<file path="src/regfile_defs.svh">
`ifndef REGFILE_DEFS_SVH
`define REGFILE_DEFS_SVH

// register count and width
`define RF_NUM_REGS      32
`define RF_ADDR_W        5
`define RF_DATA_W        8
`define RF_RESET_VAL     8'h00

// pointer register pairs, low byte index (high byte is index plus one)
`define RF_PTR1_LO       5'h1a
`define RF_PTR2_LO       5'h1c
`define RF_PTR3_LO       5'h1e

// data space window occupied by the working registers
`define RF_DS_LIMIT      16'h0020

// extended-load page register reset value
`define RF_PAGE_RESET    1'h0

`endif

</file>
<file path="src/regfile_pkg.sv">
package regfile_pkg;

    // pointer selection for indirect and program-memory addressing
    typedef enum logic [2:0] {
        PTR_FIRST  = 3'b001,
        PTR_SECOND = 3'b010,
        PTR_THIRD  = 3'b100
    } ptr_sel_e;

endpackage : regfile_pkg

</file>
<file path="src/regfile_mem.sv">
`timescale 1ns/100ps
`default_nettype none
`include "regfile_defs.svh"

module regfile_mem (
    // clock and reset
    input  wire logic       i_clk,
    input  wire logic       i_rst,
    // write port
    input  wire logic       i_we,
    input  wire logic [4:0] i_waddr,
    input  wire logic [7:0] i_wdata,
    // second write port, used for the pointer high byte
    input  wire logic       i_we2,
    input  wire logic [4:0] i_waddr2,
    input  wire logic [7:0] i_wdata2,
    // whole array, read combinationally by the owner
    output logic [255:0]    o_flat
);

    logic [7:0] regs_r   [0:31];
    logic [7:0] regs_nxt [0:31];

    // next values: port two wins on a clash, it carries pointer updates
    always_comb begin
        for (int i = 0; i < `RF_NUM_REGS; i++) begin
            regs_nxt[i] = regs_r[i];
            if (i_we && (i_waddr == 5'(i))) begin
                regs_nxt[i] = i_wdata;
            end
            if (i_we2 && (i_waddr2 == 5'(i))) begin
                regs_nxt[i] = i_wdata2;
            end
        end
    end

    // register array
    always_ff @(posedge i_clk) begin
        for (int i = 0; i < `RF_NUM_REGS; i++) begin
            if (i_rst) begin
                regs_r[i] <= `RF_RESET_VAL;
            end else begin
                regs_r[i] <= regs_nxt[i];
            end
        end
    end

    // flatten for the owner
    always_comb begin
        for (int i = 0; i < `RF_NUM_REGS; i++) begin
            o_flat[i*8 +: 8] = regs_r[i];
        end
    end

endmodule : regfile_mem

`default_nettype wire

</file>
<file path="src/cpu_working_register_file.sv">
`timescale 1ns/100ps
`default_nettype none
`include "regfile_defs.svh"

// How it works
// - thirty-two byte registers are held, each readable and writable in one clock.
// - two operands are read and one result is written back in the same cycle.
// - three register pairs act as the first, second and third 16-bit data pointers.
// - the third pointer also supplies the program-memory constant lookup address.
// - with the large-memory option the extended load adds a page bit above that address.
// - data space addresses below hex 20 read and write the working registers.
module cpu_working_register_file
    import regfile_pkg::*;
#(
    parameter bit LARGE_MEM = 1'b1
) (
    // clock and reset
    input  wire logic       i_clk,
    input  wire logic       i_rst,
    // alu operand selects
    input  wire logic [4:0] i_rd_addr,
    input  wire logic [4:0] i_rr_addr,
    // alu result write back
    input  wire logic       i_res_we,
    input  wire logic [4:0] i_res_addr,
    input  wire logic [7:0] i_res_data,
    // pointer select and 16-bit pointer write back
    input  wire logic [2:0] i_ptr_sel,
    input  wire logic       i_ptr_we,
    input  wire logic [15:0] i_ptr_data,
    // data space access
    input  wire logic       i_ds_re,
    input  wire logic       i_ds_we,
    input  wire logic [15:0] i_ds_addr,
    input  wire logic [7:0] i_ds_wdata,
    // program-memory load requests
    input  wire logic       i_pm_load,
    input  wire logic       i_ext_load,
    input  wire logic       i_page_we,
    input  wire logic       i_page_data,
    // operands for the alu
    output logic [7:0]      o_rd_data,
    output logic [7:0]      o_rr_data,
    // selected pointer and constant lookup address
    output logic [15:0]     o_ptr,
    output logic [16:0]     o_pm_addr,
    output logic            o_pm_valid,
    output logic            o_ext_illegal,
    // data space answer
    output logic [7:0]      o_ds_rdata,
    output logic            o_ds_hit
);

    // array view and the two write ports
    logic [255:0] flat;
    logic         we;
    logic [4:0]   waddr;
    logic [7:0]   wdata;
    logic         we2;
    logic [4:0]   waddr2;
    logic [7:0]   wdata2;

    // window decode and pointer base register
    logic         ds_in;
    logic [4:0]   plo;

    // page bit and next values of the output registers
    logic         page_r;
    logic         page_nxt;
    logic [7:0]   rd_nxt;
    logic [7:0]   rr_nxt;
    logic [15:0]  ptr_nxt;
    logic [16:0]  pm_nxt;
    logic         pmv_nxt;
    logic         ill_nxt;
    logic [7:0]   dsr_nxt;
    logic         dsh_nxt;

    // selected pointer and third pointer as read from the array
    logic [15:0]  ptr_cur;
    logic [15:0]  ptr3;

    // read one byte out of the flattened array
    function automatic logic [7:0] rd_byte(input logic [255:0] f, input logic [4:0] a);
        rd_byte = f[{a, 3'b000} +: 8];
    endfunction : rd_byte

    // low byte from lower register, high byte from the next one
    function automatic logic [15:0] pair(input logic [255:0] f, input logic [4:0] lo);
        pair = {rd_byte(f, lo + 5'd1), rd_byte(f, lo)};
    endfunction : pair

    // register index of a data space address inside the window
    function automatic logic [4:0] win_idx(input logic [15:0] a);
        win_idx = a[4:0];
    endfunction : win_idx

    // base register of the selected pointer
    always_comb begin
        unique case (i_ptr_sel)
            PTR_FIRST:  plo = `RF_PTR1_LO;
            PTR_SECOND: plo = `RF_PTR2_LO;
            PTR_THIRD:  plo = `RF_PTR3_LO;
            default:    plo = `RF_PTR3_LO;
        endcase
    end

    // window decode and pointer views; all sixteen address bits are compared,
    // so no address above the window aliases onto a register
    assign ds_in   = (i_ds_addr < `RF_DS_LIMIT);
    assign ptr_cur = pair(flat, plo);
    assign ptr3    = pair(flat, `RF_PTR3_LO);

    // write port selection: alu result first, data space store otherwise
    always_comb begin
        we     = 1'b0;
        waddr  = i_res_addr;
        wdata  = i_res_data;
        // a data space store in the same cycle as a result is dropped
        if (i_res_we) begin
            we = 1'b1;
        end else if (i_ds_we && ds_in) begin
            we    = 1'b1;
            waddr = win_idx(i_ds_addr);
            wdata = i_ds_wdata;
        end
        // the pointer high byte always takes port two
        we2    = i_ptr_we;
        waddr2 = plo + 5'd1;
        wdata2 = i_ptr_data[15:8];
    end

    // pointer low byte rides on the main port when no result and no data space store is written
    // a port writes one byte per cycle, so on a clash the low byte gives way
    logic        we_m;
    logic [4:0]  waddr_m;
    logic [7:0]  wdata_m;
    logic        we_l;
    always_comb begin
        we_m    = we;
        waddr_m = waddr;
        wdata_m = wdata;
        we_l    = i_ptr_we && !we;
        if (we_l) begin
            we_m    = 1'b1;
            waddr_m = plo;
            wdata_m = i_ptr_data[7:0];
        end
    end

    // the array itself; port two carries only the pointer high byte
    regfile_mem u_mem (
        .i_clk    (i_clk),
        .i_rst    (i_rst),
        .i_we     (we_m),
        .i_waddr  (waddr_m),
        .i_wdata  (wdata_m),
        .i_we2    (we2),
        .i_waddr2 (waddr2),
        .i_wdata2 (wdata2),
        .o_flat   (flat)
    );

    // next outputs: operands, pointer, lookup address, data space read
    always_comb begin
        // operands and selected pointer
        rd_nxt   = rd_byte(flat, i_rd_addr);
        rr_nxt   = rd_byte(flat, i_rr_addr);
        ptr_nxt  = ptr_cur;
        // page bit, held only by the larger variant
        page_nxt = page_r;
        if (i_page_we && LARGE_MEM) begin
            page_nxt = i_page_data;
        end
        // constant lookup address, third pair below the page bit
        pm_nxt   = {1'b0, ptr3};
        pmv_nxt  = 1'b0;
        ill_nxt  = 1'b0;
        if (i_ext_load) begin
            if (LARGE_MEM) begin
                pm_nxt  = {page_r, ptr3};
                pmv_nxt = 1'b1;
            end else begin
                // the smaller variant flags the request instead of fetching
                ill_nxt = 1'b1;
            end
        end else if (i_pm_load) begin
            pmv_nxt = 1'b1;
        end
        // data space read, zero outside the window
        dsh_nxt  = i_ds_re && ds_in;
        dsr_nxt  = dsh_nxt ? rd_byte(flat, win_idx(i_ds_addr)) : 8'h00;
    end

    // output and page registers; reads see the array before this edge's write,
    // so a value written at one edge reaches a read sampled at the next edge
    always_ff @(posedge i_clk) begin
        if (i_rst) begin
            // the page bit clears with the array, so a lookup after reset is low
            page_r        <= `RF_PAGE_RESET;
            o_rd_data     <= 8'h00;
            o_rr_data     <= 8'h00;
            o_ptr         <= 16'h0000;
            o_pm_addr     <= 17'h0_0000;
            o_pm_valid    <= 1'b0;
            o_ext_illegal <= 1'b0;
            o_ds_rdata    <= 8'h00;
            o_ds_hit      <= 1'b0;
        end else begin
            page_r        <= page_nxt;
            o_rd_data     <= rd_nxt;
            o_rr_data     <= rr_nxt;
            o_ptr         <= ptr_nxt;
            o_pm_addr     <= pm_nxt;
            o_pm_valid    <= pmv_nxt;
            o_ext_illegal <= ill_nxt;
            o_ds_rdata    <= dsr_nxt;
            o_ds_hit      <= dsh_nxt;
        end
    end

endmodule : cpu_working_register_file

`default_nettype wire

</file>
<file path="config.mk">
export PLATFORM = sky130hd
export DESIGN_NAME = cpu_working_register_file
export DESIGN_NICKNAME = d
export VERILOG_FILES = /design/src/regfile_pkg.sv /design/src/regfile_mem.sv /design/src/cpu_working_register_file.sv
export VERILOG_INCLUDE_DIRS = /design/src
export SDC_FILE = /design/constraint.sdc
export NUM_CORES = 1
export LEC_CHECK = 0
export BUFFER_PORTS_ARGS = -buffer_cell sky130_fd_sc_hd__buf_2
export CORE_ASPECT_RATIO = 0.75
export CORE_UTILIZATION = 38
export CTS_BUF_LIST = sky130_fd_sc_hd__clkbuf_4 sky130_fd_sc_hd__clkbuf_8
export DETAILED_ROUTE_END_ITERATION = 16
export GPL_TIMING_DRIVEN = 0
export HOLD_SLACK_MARGIN = 0.08
export SLEW_MARGIN = 10
export SYNTH_ARGS = -nofsm -noshare
export SYNTH_HDL_FRONTEND = slang
export SYNTH_SLANG_ARGS = --single-unit
</file>
<file path="constraint.sdc">
create_clock -name i_clk -period 3.25 [get_ports i_clk]
set_clock_uncertainty 0.05 [all_clocks]
set_input_delay 0.65 -clock i_clk [delete_from_list [all_inputs] [get_ports i_clk]]
set_output_delay 0.65 -clock i_clk [all_outputs]
set_load 0.05 [all_outputs]
</file>
# Word level (Yosys, flattened, before mapping)
# Memories as Yosys holds them, arrays and structs flattened.
# Index checks and enable logic that the tools add are counted.
[classes]
add_sub_neg = 1
magnitude_cmp = 1
n_eq_ne = 64
n_shift = 5
mux = 111
n_bitwise = 34
reduce_logical = 72
[op_table]
columns = ["op", "count"]
rows = [
  ["256-bit by 9-bit indexed part select with 8-bit output", 5],
  ["8-bit 2-to-1 mux", 99],
  ["5-bit == test, second input constant", 32],
  ["5-bit by 4-bit == test with 1-bit output, second input constant", 16],
  ["1-bit logical AND", 67],
  ["5-bit by 3-bit == test with 1-bit output, second input constant", 8],
  ["1-bit bitwise OR", 32],
  ["5-bit by 2-bit == test with 1-bit output, second input constant", 4],
  ["16-bit by 6-bit < comparator with 1-bit output, second input constant", 1],
  ["5-bit 2-to-1 mux", 3],
  ["5-bit by 1-bit == test with 1-bit output, second input constant", 2],
  ["5-bit zero test", 2],
  ["1-bit 2-to-1 mux", 8],
  ["3-bit one-hot mux with 2 select lines", 1],
  ["5-bit by 1-bit adder with 5-bit output, second input constant", 1],
  ["2-bit OR reduction", 2],
  ["3-bit by 1-bit == test with 1-bit output, second input constant", 1],
  ["3-bit by 2-bit == test with 1-bit output, second input constant", 1],
  ["1-bit NOT", 2],
  ["1-bit zero test", 1],
]
[word_totals]
reg_bits = 60
mem_bits_rw = 256
in_bits = 76
output_inout_bits = 60
n_memories = 1
[memory_table]
columns = ["name", "words", "width", "read_ports", "rd_clocked_by_memory_dff", "write_ports", "line", "rtl"]
rows = [
  ["u_mem.regs_r", 32, 8, 32, 0, 32, "regfile_mem.sv:21", "logic [7:0] regs_r [0:31];"],
]

# Depth between registers and ports, before layout
[logic_depth]
word_depth = 12
mapped_depth = 12
ltp_nobuf = 10

# Hierarchy
# From an unflattened synthesis, not the netlist that was laid out.
[unflattened]
cells_unflattened = 2297
area_unflattened_um2 = 21099.0
[modules_own_cells]
columns = ["module", "n_inst", "cells_per_inst", "area_each_um2", "seq_area_each_um2"]
rows = [
  ["regfile_mem", 1, 1639, 12719.7, 5124.9],
  ["cpu_working_register_file", 1, 658, 8379.3, 1201.2],
]

# Worst setup path before layout
# Ideal clock, no wire load.
[synth_path]
kind = "input port to flip-flop"
from = "input i_ds_addr[9]"
to = "memory u_mem.regs_r[10][0], in the netlist u_mem.regs_r[2][16]"
t_arrival_ns = 3.323
t_required_ns = 3.124
path_slack_ns = -0.200
path_stages = 7
cell_sequence = "or4_1 > buf_2 > nor4_4 > mux2i_1 > nor3_1 > nand3_1 > mux2i_1"
[synth_rtl]
columns = ["element", "line", "rtl"]
rows = [
  ["from (decl)", "cpu_working_register_file.sv:34", "input wire logic [15:0] i_ds_addr,"],
  ["to (decl)", "regfile_mem.sv:21", ""],
]

# Worst setup path in the final report
[layout_path]
from = "input i_rr_addr[0]"
to = "register o_rr_data[3]"
[layout_between]
elab_chain_len = 1
[layout_lines]
columns = ["element", "line", "rtl"]
rows = [
  ["from (decl)", "cpu_working_register_file.sv:22", "input wire logic [4:0] i_rr_addr,"],
  ["256-bit by 9-bit indexed part select with 8-bit output", "cpu_working_register_file.sv:85", "rd_byte = f[{a, 3'b000} +: 8];"],
  ["to (signal assigned)", "cpu_working_register_file.sv:212", "o_rr_data <= rr_nxt;"],
  ["to (decl)", "cpu_working_register_file.sv:43", "output logic [7:0] o_rr_data,"],
]
# Every way passes these cells.
# A chain may end at the register's enable or synchronous reset.

==> run_summary.xml <==
<?xml version="1.0" encoding="UTF-8"?>
<metrics>
  <group name="timing">
    <metric name="maxSlewViolCount" unit="">0</metric>
    <metric name="min_period_over_period" unit="%">101</metric>
    <metric name="setup_slack" unit="ns">-0.0163</metric>
    <metric name="worstMarginPinSlew" unit="ns">1.25</metric>
    <metric name="timing.fmax" unit="MHz">306</metric>
    <metric name="min_period" unit="ns">3.27</metric>
    <metric name="timing.final.setup_violations" unit="">1</metric>
    <metric name="holdWs" unit="ns">0.131</metric>
    <metric name="timing_hold_violations_final" unit="">0</metric>
    <metric name="slew_headroom" unit="%">16.9</metric>
  </group>
  <group name="routing">
    <metric name="drc" unit="">0</metric>
    <metric name="detail_route.first_pass.iterations" unit="">5</metric>
    <metric name="viasPerCell" unit="">6.33</metric>
    <metric name="route.detailed.wl_per_inst" unit="um">30.4</metric>
    <metric name="num_vias" unit="">14900</metric>
    <metric name="finalWirelength" unit="um">71600</metric>
    <metric name="drt.antenna.violating_nets" unit="">0</metric>
    <metric name="number_of_design_rule_violations_left_by_the_first_detailed_router_iteration" unit="">2048</metric>
  </group>
  <group name="logic_synthesis">
    <metric name="mappedNetlistNets" unit="">1578</metric>
    <metric name="syn-instance-count" unit="">1498</metric>
    <metric name="ys_dominant_reg_cell" unit="">sky130_fd_sc_hd__dfxtp_1</metric>
    <metric name="number_of_enable_type_register_cells_in_the_synthesized_netlist" unit="">0</metric>
    <metric name="synth_largest_area_cell" unit="">sky130_fd_sc_hd__dfxtp_1</metric>
    <metric name="ys_seq_elements" unit="">316</metric>
    <metric name="synth.top_cell.area_share" unit="%">34.5</metric>
    <metric name="syn_area_per_cell" unit="sq um">12.3</metric>
    <metric name="synth-warning-count" unit="">0</metric>
    <metric name="ys_seq_area_share" unit="%">34.5</metric>
    <metric name="share_of_synthesized_flip_flops_with_an_asynchronous_set_or_reset" unit="%">0</metric>
    <metric name="synth_top_cells_by_area" unit="">sky130_fd_sc_hd__dfxtp_1, sky130_fd_sc_hd__mux4_2, sky130_fd_sc_hd__mux2i_1, sky130_fd_sc_hd__nand2b_1, sky130_fd_sc_hd__nor2_1</metric>
    <metric name="synth_area" unit="sq mm">0.0184</metric>
    <metric name="synth_cell_type_count" unit="">45</metric>
  </group>
  <group name="power">
    <metric name="switching_share_of_power" unit="%">29.1</metric>
    <metric name="power.ir.vdd_worst" unit="uV">297</metric>
    <metric name="power.internal" unit="uW">6420</metric>
    <metric name="power.share.clock" unit="%">41.3</metric>
    <metric name="share_comb_of_total_power" unit="%">13.9</metric>
    <metric name="switchingPower" unit="uW">2630</metric>
    <metric name="cellLeakagePower" unit="uW">0.00843</metric>
    <metric name="seqPwrFrac" unit="%">44.8</metric>
    <metric name="cellPowerDensity" unit="mW/mm^2">425</metric>
  </group>
  <group name="placed_design">
    <metric name="detailed_place.area" unit="sq mm">0.0198</metric>
    <metric name="placed_cells_incl_taps" unit="">2256</metric>
    <metric name="io_buffer_count" unit="">118</metric>
    <metric name="dpl.hpwl" unit="um">53500</metric>
    <metric name="routabilityCongestion" unit="">0.964</metric>
  </group>
  <group name="die">
    <metric name="die_h" unit="um">192</metric>
    <metric name="die_area" unit="sq mm">0.0492</metric>
    <metric name="start_util" unit="%">38.7</metric>
    <metric name="std_cell_rows" unit="">69</metric>
    <metric name="coreArea" unit="sq mm">0.0475</metric>
    <metric name="ioPinCount" unit="">136</metric>
    <metric name="die_width" unit="um">256</metric>
  </group>
  <group name="clocking">
    <metric name="tritoncts_buffer_count" unit="">55</metric>
    <metric name="cts.htree.levels" unit="">2</metric>
    <metric name="root_buffer" unit="">sky130_fd_sc_hd__clkbuf_8</metric>
    <metric name="max-clock-path-buffers" unit="">3</metric>
    <metric name="clock-sinks" unit="">316</metric>
    <metric name="cts.hold.buffers_added" unit="">0</metric>
    <metric name="cts.clk_slew.worst_paths" unit="ns">0.06</metric>
    <metric name="cts_tree" unit="">built</metric>
    <metric name="clkLatencyLatePin" unit="ns">0.69</metric>
  </group>
  <group name="cells_and_area">
    <metric name="areaGrowthSynthToFinish" unit="%">16.1</metric>
    <metric name="fin_area" unit="sq mm">0.0213</metric>
    <metric name="layoutNonFillerInstCount" unit="">2358</metric>
    <metric name="drive_gt1_share" unit="%">32.7</metric>
    <metric name="finish.utilization" unit="%">44.9</metric>
    <metric name="final_nets" unit="">1765</metric>
  </group>
  <group name="worst_setup_path">
    <metric name="critical_setup_path_class" unit="">primary input to flop</metric>
    <metric name="worstPathArrival" unit="ns">3.74</metric>
    <metric name="timing.critical_path.fanout_max" unit="">10</metric>
    <metric name="setup.worst_path.end_class" unit="">flop</metric>
    <metric name="worst_ep_required_time" unit="ns">3.73</metric>
    <metric name="worst_setup_sp_type" unit="">primary input</metric>
  </group>
  <group name="grt">
    <metric name="via_count_of_the_first_global_routing_pass" unit="">13800</metric>
    <metric name="grt.total_usage" unit="%">28.7</metric>
    <metric name="gr-total-overflow" unit="">0</metric>
    <metric name="grt_first_pass_wirelength" unit="um">100000</metric>
    <metric name="antenna_found_initial" unit="">3</metric>
    <metric name="grt_max_degree" unit="">15</metric>
  </group>
  <group name="run">
    <metric name="drv.max_cap_violation_count" unit="">0</metric>
  </group>
  <group name="min_path">
    <metric name="hold_path_class" unit="">primary input to flop</metric>
  </group>
  <group name="outcome">
    <metric name="outcome" unit="">complete, but fails checks</metric>
    <metric name="violated_checks" unit="">setup timing</metric>
  </group>
</metrics>
==> layout make-up <==
| cell class | count | area, sq um |
|---|---|---|
| Tap cell | 639 | 800 |
| Buffer | 130 | 586 |
| Sequential cell | 316 | 6330 |
| Multi-Input combinational cell | 1035 | 11700 |
| Inverter | 14 | 52.6 |
| Clock buffer | 79 | 981 |
| Timing Repair Buffer | 133 | 769 |
| Clock inverter | 11 | 88.8 |
| Fill cell | 4401 | 26200 |
| Antenna cell | 1 | 2.50 |
==> synth_stat cells, drive strengths merged (9+ instances only) <==
cell type	count
a21oi	11
o21ai	43
nor2	103
nor4	12
a211oi	24
inv	14
nand3	12
o22ai	9
dfxtp	316
clkbuf	102
buf	31
nand2	31
mux2i	251
nand2b	174
nor2b	25
nand3b	32
mux4	256
==> per-layer routing <==
layer	vias up	wire, um	GRT usage (%)
met1	7565	30500	41.3
met3	152	10800	12.4
met2	1120	28400	38.7
met4	6	1780	7.02
li1	6074	-	-
met5	-	106	1.19
==> cells in the final DEF (no fill, tap or decap), types with 4 or more instances in the layout <==
| cell | count |
|---|---|
| sky130_fd_sc_hd__a211oi_1 | 24 |
| sky130_fd_sc_hd__a21oi_4 | 7 |
| sky130_fd_sc_hd__buf_1 | 16 |
| sky130_fd_sc_hd__buf_12 | 5 |
| sky130_fd_sc_hd__buf_2 | 123 |
| sky130_fd_sc_hd__buf_4 | 10 |
| sky130_fd_sc_hd__clkbuf_1 | 81 |
| sky130_fd_sc_hd__clkbuf_2 | 18 |
| sky130_fd_sc_hd__clkbuf_4 | 17 |
| sky130_fd_sc_hd__clkbuf_8 | 62 |
| sky130_fd_sc_hd__clkdlybuf4s15_2 | 6 |
| sky130_fd_sc_hd__clkinv_2 | 7 |
| sky130_fd_sc_hd__dfxtp_1 | 316 |
| sky130_fd_sc_hd__inv_1 | 14 |
| sky130_fd_sc_hd__mux2i_1 | 249 |
| sky130_fd_sc_hd__mux4_2 | 256 |
| sky130_fd_sc_hd__nand2_1 | 28 |
| sky130_fd_sc_hd__nand2b_1 | 174 |
| sky130_fd_sc_hd__nand3_2 | 7 |
| sky130_fd_sc_hd__nand3b_1 | 32 |
| sky130_fd_sc_hd__nor2_1 | 102 |
| sky130_fd_sc_hd__nor2b_1 | 25 |
| sky130_fd_sc_hd__nor3_1 | 5 |
| sky130_fd_sc_hd__nor3b_1 | 4 |
| sky130_fd_sc_hd__nor4_4 | 10 |
| sky130_fd_sc_hd__o21ai_0 | 33 |
| sky130_fd_sc_hd__o21ai_1 | 8 |
| sky130_fd_sc_hd__o22ai_1 | 8 |
==> final timing paths <==
| check | slack [ns] | endpoint | startpoint | cells past startpoint |
|---|---|---|---|---|
| max | -0.02 | o_rr_data[3]$_SDFF_PP0_ | i_rr_addr[0] | 7 |
| min | 0.13 | o_pm_valid$_SDFF_PP0_ | i_pm_load | 3 |
| max reg2reg | 1.09 | o_rr_data[3]$_SDFF_PP0_ | u_mem.regs_r[7][11]$_SDFFE_PP0P_ | 4 |
| min reg2reg | 0.45 | o_pm_addr[16]$_SDFF_PP0_ | page_r$_SDFFE_PP0P_ | 1 |
==> what timing repair did <==
item,in CTS,in global routing
buffers inserted,8,6
cloned,0,0
setup endpoints to repair,261,212
gates resized for setup,57,23
pin swaps,5,5
==> per-stage QoR <==
stage	setup TNS (ns)	power, uW	worst slack, ns
4_1_cts	-0.0586	9030	-0.0154
3_5_place_dp	-295.56	5300	-1.49
2_1_floorplan	-6.42	4860	-0.0857
6_report	-0.0163	9050	-0.0163
3_3_place_gp	-360.38	5290	-1.71
5_1_grt	-0.0278	9310	-0.0202
==> critical path, stage by stage <==
cell	delay, ns
sky130_fd_sc_hd__clkbuf_1	0.64
sky130_fd_sc_hd__clkbuf_2	0.54
sky130_fd_sc_hd__clkbuf_2	0.44
sky130_fd_sc_hd__mux4_2	0.41
sky130_fd_sc_hd__mux4_2	0.56
sky130_fd_sc_hd__mux2i_1	0.39
sky130_fd_sc_hd__nor2_1	0.08
==> kinds of logic after synthesis <==
family | count (synthesis) | synth area share (%)
mux | 509 | 45.2
simple gates | 422 | 13.6
flops | 316 | 34.5
buf+inv | 147 | 3.07
compound gates | 99 | 3.37
fa+ha+maj | 4 | 0.273
other cells | 1 | 0.0204
==> state kept, by name, indices dropped and copies added, names as in the netlist <==
register      cells
u_mem.regs_r    256
o_ds_hit          1
o_ptr            16
o_ds_rdata        8
page_r            1
o_rr_data         8
o_pm_addr        17
o_pm_valid        1
o_rd_data         8
==> power by group through the flow <==
stage / combinational [uW] / clock [uW] / sequential [uW]
2_1_floorplan: 705 / 0 / 4150
6_report: 1260 / 3740 / 4050
4_1_cts: 1220 / 3770 / 4040
5_1_grt: 1300 / 3960 / 4050
3_5_place_dp: 1180 / 0 / 4130
3_3_place_gp: 1170 / 0 / 4120
Power figures use the tool's default switching activity.
